--- config.mk ---
export PLATFORM = sky130hd
export DESIGN_NAME = arf_result_block
export DESIGN_NICKNAME = d
export VERILOG_FILES = /design/src/hw/arf_pkg.sv /design/src/hw/arf_code_fmt.sv /design/src/hw/arf_result_block.sv
export VERILOG_INCLUDE_DIRS = /design/src /design/src/hw
export SDC_FILE = /design/constraint.sdc
export NUM_CORES = 1
export LEC_CHECK = 0
export BUFFER_PORTS_ARGS = -buffer_cell sky130_fd_sc_hd__buf_2
export CORE_UTILIZATION = 53
export CTS_CLUSTER_DIAMETER = 100
export DETAILED_ROUTE_END_ITERATION = 8
export GPL_ROUTABILITY_DRIVEN = 0
export PLACE_DENSITY = 0.83
export SLEW_MARGIN = 20
export SYNTH_ARGS = -nofsm -noshare
export SYNTH_HDL_FRONTEND = slang
export SYNTH_SLANG_ARGS = --single-unit
--- constraint.sdc ---
create_clock -name sys_clk -period 3.15 [get_ports sys_clk]
set_input_delay 0.63 -clock sys_clk [delete_from_list [all_inputs] [get_ports sys_clk]]
set_output_delay 0.63 -clock sys_clk [all_outputs]
set_load 0.005 [all_outputs]
--- src/hw/arf_map.svh ---
// register offsets, field positions, reset values and codes for the converter result block
`ifndef ARF_MAP_SVH
`define ARF_MAP_SVH
`define ARF_IO_SEL_OFS 6'h07
`define ARF_IO_RES_LO_OFS 6'h04
`define ARF_IO_RES_HI_OFS 6'h05
`define ARF_DATA_IO_BASE 8'h20
`define ARF_DATA_EXT_BASE 8'h60
`define ARF_SEL_RESET 8'h00
`define ARF_SEL_REF_HI 7
`define ARF_SEL_REF_LO 6
`define ARF_SEL_LADJ 5
`define ARF_SEL_CH_HI 4
`define ARF_SEL_CH_LO 0
`define ARF_DIFF_FIRST 5'h08
`define ARF_DIFF_LAST 5'h1D
`define ARF_SE_MAX 10'h3FF
`define ARF_DIFF_POS_MAX 10'h1FF
`define ARF_DIFF_NEG_MIN 10'h200
`endif

--- src/hw/arf_pkg.sv ---
// types for the converter result formatting block
package arf_pkg;
    typedef enum logic [1:0] {
        ARF_REF_EXT_PIN,
        ARF_REF_ANALOG_SUPPLY,
        ARF_REF_RESERVED,
        ARF_REF_INTERNAL
    } arf_ref_e;
    typedef struct packed {
        logic [1:0] ref_sel;
        logic left_adjust_result;
        logic [4:0] channel_gain_select;
    } arf_sel_s;
    typedef struct packed {
        logic [7:0] result_high_byte;
        logic [7:0] result_low_byte;
    } arf_pair_s;
endpackage

--- src/hw/arf_code_fmt.sv ---
// converts a raw signed sample into the 10-bit result code, single-ended or differential
`timescale 1ns/1ps
`include "arf_map.svh"
`default_nettype none
module arf_code_fmt
    import arf_pkg::*;
(
    input wire logic diff_mode,
    input wire logic signed [11:0] raw_sample,
    output logic [9:0] code
);
    always_comb begin
        if (diff_mode) begin
            // saturate to the two's complement range
            if (raw_sample > 12'sd511) begin
                code = `ARF_DIFF_POS_MAX;
            end else if (raw_sample < -12'sd512) begin
                code = `ARF_DIFF_NEG_MIN;
            end else begin
                code = raw_sample[9:0];
            end
        end else begin
            if (raw_sample < 12'sd0) begin
                code = 10'h000;
            end else if (raw_sample > 12'sd1023) begin
                code = `ARF_SE_MAX;
            end else begin
                code = raw_sample[9:0];
            end
        end
    end
endmodule
`default_nettype wire

--- src/hw/arf_result_block.sv ---
// input-selection register and result byte pair of the converter
// ==========================================================
`timescale 1ns/1ps
`include "arf_map.svh"
`default_nettype none
module arf_result_block
    import arf_pkg::*;
(
    input wire logic sys_clk,
    input wire logic rst,
    input wire logic io_space,
    input wire logic [7:0] bus_addr,
    input wire logic bus_wr,
    input wire logic bus_rd,
    input wire logic [7:0] bus_wdata,
    output logic [7:0] bus_rdata,
    output logic bus_hit,
    input wire logic conv_busy,
    input wire logic conv_done,
    input wire logic signed [11:0] conv_raw,
    output logic conversion_done_flag,
    output logic [1:0] active_ref_sel,
    output logic [4:0] active_channel_sel,
    output logic active_diff_mode,
    output logic [9:0] result_code
);
    // ==========================================================
    // address decode
    logic [5:0] io_ofs;
    logic in_io;
    logic sel_hit;
    logic lo_hit;
    logic hi_hit;
    always_comb begin
        // short form reaches only 0x00-0x3F; data form subtracts the 0x20 window
        io_ofs = 6'h00;
        in_io = 1'b0;
        if (io_space) begin
            io_ofs = bus_addr[5:0];
            in_io = (bus_addr[7:6] == 2'b00);
        end else if (bus_addr >= `ARF_DATA_IO_BASE && bus_addr < `ARF_DATA_EXT_BASE) begin
            io_ofs = 6'(bus_addr - `ARF_DATA_IO_BASE);
            in_io = 1'b1;
        end
        sel_hit = in_io && io_ofs == `ARF_IO_SEL_OFS;
        lo_hit = in_io && io_ofs == `ARF_IO_RES_LO_OFS;
        hi_hit = in_io && io_ofs == `ARF_IO_RES_HI_OFS;
    end

    // ==========================================================
    // selection register and the copy the converter uses
    arf_sel_s analog_input_select_r;
    arf_sel_s active_r;
    logic busy_q;
    always_ff @(posedge sys_clk) begin
        if (rst) begin
            analog_input_select_r <= `ARF_SEL_RESET;
        end else if (bus_wr && sel_hit) begin
            analog_input_select_r <= bus_wdata;
        end
    end
    always_ff @(posedge sys_clk) begin
        if (rst) begin
            busy_q <= 1'b0;
        end else begin
            busy_q <= conv_busy;
        end
    end
    // shadow copy: ref and channel freeze while busy, reload on completion
    // the shadow keeps no adjust bit: adjust is a read-time view and must not wait for a conversion
    always_ff @(posedge sys_clk) begin
        if (rst) begin
            active_r <= `ARF_SEL_RESET;
        end else if (!conv_busy || conv_done) begin
            active_r.ref_sel <= analog_input_select_r.ref_sel;
            active_r.left_adjust_result <= 1'b0;
            active_r.channel_gain_select <= analog_input_select_r.channel_gain_select;
        end
    end

    // ==========================================================
    // reference decode
    // the reserved code is passed on as written so the converter side sees what software chose
    arf_ref_e ref_kind;
    always_comb begin
        case (active_r.ref_sel)
            2'h0: ref_kind = ARF_REF_EXT_PIN;
            2'h1: ref_kind = ARF_REF_ANALOG_SUPPLY;
            2'h3: ref_kind = ARF_REF_INTERNAL;
            default: ref_kind = ARF_REF_RESERVED;
        endcase
    end

    // ==========================================================
    // conversion capture
    logic diff_now;
    logic [9:0] fmt_code;
    logic [9:0] result_r;
    logic done_r;
    always_comb begin
        // channel codes 0x08-0x1D are differential pairs, including same-pin pairs
        diff_now = active_r.channel_gain_select >= `ARF_DIFF_FIRST
                   && active_r.channel_gain_select <= `ARF_DIFF_LAST;
    end
    arf_code_fmt u_fmt (
        .diff_mode(diff_now),
        .raw_sample(conv_raw),
        .code(fmt_code)
    );
    always_ff @(posedge sys_clk) begin
        if (rst) begin
            result_r <= 10'h000;
        end else if (conv_done) begin
            result_r <= fmt_code;
        end
    end
    always_ff @(posedge sys_clk) begin
        if (rst) begin
            done_r <= 1'b0;
        end else if (conv_done) begin
            done_r <= 1'b1;
        end else if (conv_busy && !busy_q) begin
            done_r <= 1'b0;
        end
    end

    // ==========================================================
    // result pair presentation; adjust is applied at read time, not at capture
    arf_pair_s pair;
    always_comb begin
        if (analog_input_select_r.left_adjust_result) begin
            pair.result_high_byte = result_r[9:2];
            pair.result_low_byte = {result_r[1:0], 6'h00};
        end else begin
            pair.result_high_byte = {6'h00, result_r[9:8]};
            pair.result_low_byte = result_r[7:0];
        end
    end

    // ==========================================================
    // read port
    // writes to the result bytes answer but change nothing; only the selection register is writable
    always_ff @(posedge sys_clk) begin
        if (rst) begin
            bus_hit <= 1'b0;
        end else begin
            bus_hit <= (bus_rd || bus_wr) && (sel_hit || lo_hit || hi_hit);
        end
    end
    always_ff @(posedge sys_clk) begin
        if (rst) begin
            bus_rdata <= 8'h00;
        end else if (bus_rd && sel_hit) begin
            bus_rdata <= analog_input_select_r;
        end else if (bus_rd && lo_hit) begin
            bus_rdata <= pair.result_low_byte;
        end else if (bus_rd && hi_hit) begin
            bus_rdata <= pair.result_high_byte;
        end else begin
            // idle reads zero so a missed decode never looks like data
            bus_rdata <= 8'h00;
        end
    end

    // ==========================================================
    // registered status outputs
    // the flag lags done_r by one cycle so it rises together with result_code
    always_ff @(posedge sys_clk) begin
        if (rst) begin
            conversion_done_flag <= 1'b0;
        end else begin
            conversion_done_flag <= done_r;
        end
    end
    // the byte pair is readable one cycle before this copy settles
    always_ff @(posedge sys_clk) begin
        if (rst) begin
            result_code <= 10'h000;
        end else begin
            result_code <= result_r;
        end
    end

    // ==========================================================
    // registered copies of the selection the converter uses
    // one cycle behind the shadow, since every top output leaves a flip-flop
    always_ff @(posedge sys_clk) begin
        if (rst) begin
            active_ref_sel <= 2'h0;
        end else begin
            active_ref_sel <= ref_kind;
        end
    end
    always_ff @(posedge sys_clk) begin
        if (rst) begin
            active_channel_sel <= 5'h00;
        end else begin
            active_channel_sel <= active_r.channel_gain_select;
        end
    end
    always_ff @(posedge sys_clk) begin
        if (rst) begin
            active_diff_mode <= 1'b0;
        end else begin
            active_diff_mode <= diff_now;
        end
    end
endmodule
`default_nettype wire
Word level (Yosys, flattened, before mapping)
Index checks and enable logic that the tools add are counted.

Bits in registers: 55. Latch bits: 0. RAM bits: 0. Memory bits (read-only): 0. Bits of input ports: 35. Word-level logic and storage cells: 65. Memories kept: 0.

Add/subtract/negate cells: 1. Multipliers: 0. Div/mod/pow operators: 0. Magnitude comparators: 8. Equal/unequal tests: 5. Shift operators: 0. Mux-type cells: 16. Bitwise gates (word level): 0. Reductions and logical operators: 20.

Operators by type and width (count): $mux 10 (5); $mux 8 (3); $eq 6x3->1 const B (3); $mux 16 (1); $gt 12x10->1 const B (1); $gt 12x11->1 const B (1); $lt 12x1->1 const B (1); $lt 12x10->1 const B (1); $mux 6 (2); $logic_and 1x1->1 (11); $ge 8x6->1 const B (1); $lt 8x7->1 const B (1); $pmux 2 s3 (1); $sub 6x6->6 const B (1); $ge 5x4->1 const B (1); $le 5x5->1 const B (1); $logic_not 2->1 (2); $logic_or 1x1->1 (4); $mux 1 (4); $eq 2x1->1 const B (1); $eq 2x2->1 const B (1); $logic_not 1->1 (2); $reduce_bool 2->1 (1).

Depth between registers and ports, before layout
Word-level depth: 10. Mapped depth: 5.

By module
From an unflattened synthesis, not the netlist that was laid out.

Cells, all modules: 236. Area total of the unflattened synthesis: 2318.5 um^2.

By module, submodules not included: arf_result_block (instances 1, cells an instance 201, area an instance 2092.0 um^2, seq. area each 1101.1 um^2); arf_code_fmt (instances 1, cells an instance 35, area an instance 226.5 um^2, seq. area each 0.0 um^2).

Worst setup path after synthesis
OpenSTA, ideal clock, no wires.

Path kind: in2reg. Start: input port bus_addr[3]. End: register analog_input_select_r[0] (netlist bit). Library setup time: 0.128 ns. Arrival time: 1.910 ns. Required time: 3.022 ns. Slack: 1.112 ns. Stages: 4. Buffers on the path: 0. Cells stage by stage: or3b_4 -> nor4_4 -> mux2i_1 -> nor2_1.

Cells in the longest elaborated chain, start to end: 7.

Ends and longest elaborated chain: start, declared (RTL line arf_result_block.sv:12) `input wire logic [7:0] bus_addr,`; $ge 8x6->1 (no source line) or $lt 8x7->1 (tied branches); $logic_and 1x1->1 (no source line); $mux 6 (RTL line arf_result_block.sv:41) `` end else if (bus_addr >= `ARF_DATA_IO_BASE && bus_addr < `ARF_DATA_EXT_BASE) begin ``; $mux 6 (RTL line arf_result_block.sv:38) `if (io_space) begin`; $eq 6x3->1 (no source line); $logic_and 1x1->1 (no source line) (*); $logic_and 1x1->1 (*) (RTL line arf_result_block.sv:58) `end else if (bus_wr && sel_hit) begin`; end signal, assigned (RTL line arf_result_block.sv:57) `` analog_input_select_r <= `ARF_SEL_RESET; ``; end signal, assigned (RTL line arf_result_block.sv:59) `analog_input_select_r <= bus_wdata;`; end, declared (RTL line arf_result_block.sv:52) `arf_sel_s analog_input_select_r;`.

Mark *: on every way between the ends. The rest lies on a longest branch, timed or not. A chain may end at the register's enable or synchronous reset.

Worst setup path after layout
Start: input port bus_addr[3]. End: register analog_input_select_r[1] (netlist bit).

The elaborated chain is that of the path after synthesis.

==> impl_metrics.tcl <==
set metrics [dict create \
    ios 63 \
    clk_pin_slew_worst_paths_ns 0.09 \
    core_um2 3470 \
    slew_headroom_pct 50.0 \
    hp-class "reg -> reg" \
    final_nets 286 \
    antenna_found_initial 0 \
    synth.area.top_cells "dfxtp_1 55%, mux2i_1 9.0%, nor2b_1 6.3%, nor2_1 5.5%, a221o_1 4.5%" \
    hold_path_startpoint "active_r[0]" \
    cts_max_level 2 \
    avgSynthCellArea_um2 10.5 \
    area_delta_synth_final_pct 21.5 \
    synth.top_cell.area_share_pct 55.1 \
    intPower_uw 916 \
    rsz0062_at_grt "false" \
    leakagePower_nw 1.10 \
    synthCells 191 \
    worst_slack_ns 1.17 \
    layout_worst_path_cycle_share_pct 62.8 \
    cts_tree "done" \
    reg2regPathDepth 4 \
    switchingPower_uw 294 \
    synthTopCellsByCount "55 x dfxtp_1, 29 x nor2_1, 20 x nor2b_1" \
    grt_usage_pct 20.8 \
    final_antenna_net_count 0 \
    placed_cells 290 \
    rr_endpoint "result_r[5]" \
    routed_wl_um 4010 \
    clock-sinks 55 \
    dieArea_um2 4020 \
    postCtsSetupBuffers 0 \
    cts_root_buf "clkbuf_8" \
    stdcell_count 298 \
    comb_power_share_pct 7.5 \
    route.vias.total 1593 \
    clk_latency_ns 0.32 \
    ir_worst_vdd_uv 238 \
    wl_per_cell_um 13.5 \
    slew_violations 0 \
    crit_end "analog_input_select_r[1]" \
    status "completed" \
    path_class "in -> reg" \
    critPathCaptureType "flip-flop" \
    fp.dieH_um 63.4 \
    synthesis.area_um2 2000 \
    clkPwrFrac_pct 32.6 \
    synth_edf_count 0 \
    async_reset_ff_share_pct 0 \
    hpwl_um 2880 \
    hold_violations 0 \
    yosysSeqAreaShare_pct 55.1 \
    critPathLaunch "bus_addr[3]" \
    fillers 297 \
    required_ns 3.35 \
    yosysMostFrequentCell "dfxtp_1" \
    setup_viol 0 \
    numPortBuffers 62 \
    synth_flop_cell "dfxtp_1" \
    power_switching_share_pct 24.3 \
    die_width_um 63.4 \
    max_freq_mhz 506 \
    synth_warnings 0 \
    regToRegStartpoint "active_r[3]" \
    post-route-util_pct 69.9 \
    postCtsHoldBufs 0 \
    initial_utilization_pct 57.6 \
    grt_pass1_vias 1443 \
    postCtsResizedCells 0 \
    worstMarginPinSlew_ns 0.744 \
    ys_ff_latch 55 \
    rows 21 \
    cts_max_path_buffers 2 \
    drtPass1Iterations 4 \
    overflow 0 \
    fin_tns_setup_ns 0 \
    grt_pass1_wl_um 6330 \
    vias_per_cell 5.35 \
    drive_above_1_share_pct 30.2 \
    n_antenna_cell 0 \
    fin_worst_skew_ns 0.00752 \
    synth_cell_types 33 \
    r2r_slack_ns 1.59 \
    critPathMaxFanout 8 \
    detail_route.iter0.violations 110 \
    p_per_area_nw_per_um2 499 \
    synth_nets 226 \
    cp-start-kind "primary input" \
    yosysTopAreaCell "dfxtp_1" \
    design_power_total_mw 1.21 \
    dp_slack_ns 0.841 \
    grt_max_degree 38 \
    seqPwrFrac_pct 59.9 \
    post-route-min-period_ns 1.98 \
    remaining_drc_errors 0 \
    drv_cap 0 \
    cp_data_arrival_time_ns 2.18 \
    numCtsBuffers 5 \
]
[worst min path at each step]
stage                                  to  slack, ns  cells past startpoint
floorplan           active_channel_sel[0]       0.44                      1
global placement     conversion_done_flag       0.45                      1
detailed placement      active_ref_sel[0]       0.46                      1
CTS                     active_ref_sel[0]       0.47                      1
global route        active_channel_sel[0]       0.48                      1
finish              active_channel_sel[0]       0.47                      1
[cells by family (layout without fill, tap and decap cells)]
family,count (synthesis),after routing,share of synthesized area [%]
AOI/OAI and AO/OA,35,35,13.8
xor gates and xnor gates,1,1,0.439
buffers and inverters,13,74,2.44
DFF,55,55,55.1
muxes,18,18,9.02
and+or+nand+nor,69,69,19.2
[cells in the final DEF, fill, tap and decap left out, types with 2 or more instances in the layout]
cell type	count
nand2b_1	3
a21oi_1	3
a221o_1	9
nand3_1	4
a22oi_1	7
dfxtp_1	55
nor3b_1	2
nor2b_1	20
nor2_1	29
buf_2	62
a22o_1	4
inv_1	3
o21ai_0	4
mux2i_1	18
clkbuf_8	5
nor4_2	2
nand2_1	2
[power groups by stage]
stage | Combinational, mW | Sequential (mW) | Clock, mW
2_1_floorplan | 0.0510 | 0.737 | 0
3_3_place_gp | 0.0893 | 0.739 | 0
3_5_place_dp | 0.0911 | 0.740 | 0
4_1_cts | 0.0915 | 0.724 | 0.399
5_1_grt | 0.100 | 0.726 | 0.433
6_report | 0.0911 | 0.724 | 0.394
[through the flow]
| stage | cell area, um^2 | hold WS [ns] |
|---|---|---|
| after CTS | 2430 | 0.471 |
| after global placement | 2330 | 0.447 |
| after global routing | 2430 | 0.479 |
| after detailed placement | 2330 | 0.456 |
| final | 2430 | 0.468 |
| after floorplan | 2000 | 0.437 |
[area by class of cell]
class | count | area (um^2) | area share, %
clock buffer | 5 | 68.8 | 2.84
clock inverter | 3 | 22.5 | 0.928
inverter | 3 | 11.3 | 0.464
multi-input combinational | 123 | 847 | 34.9
sequential | 55 | 1100 | 45.4
tap | 46 | 57.6 | 2.37
timing repair buffer | 63 | 318 | 13.1
[critical path: stages]
cell	delay (ns)
buf_2	0.09
or3b_4	0.42
nor4_4	0.71
mux2i_1	0.27
nor2_1	0.05
[routing by layer]
| metal | global-route usage, % | up-vias | wire length (um) |
|---|---|---|---|
| met5 | 0 | - | 0 |
| met3 | 5.07 | 9 | 239 |
| met4 | 11.6 | 0 | 76 |
| met2 | 32.4 | 55 | 1880 |
| li1 | - | 791 | - |
| met1 | 26.0 | 738 | 1810 |
[flip-flops by register name, indices dropped and copies added, names as in the netlist]
signal	count
result_r	10
done_r	1
conversion_done_flag	1
result_code	10
active_ref_sel	2
active_channel_sel	5
bus_rdata	8
active_r	7
busy_q	1
bus_hit	1
active_diff_mode	1
analog_input_select_r	8
No activity file was read; power rests on OpenSTA's default activity.
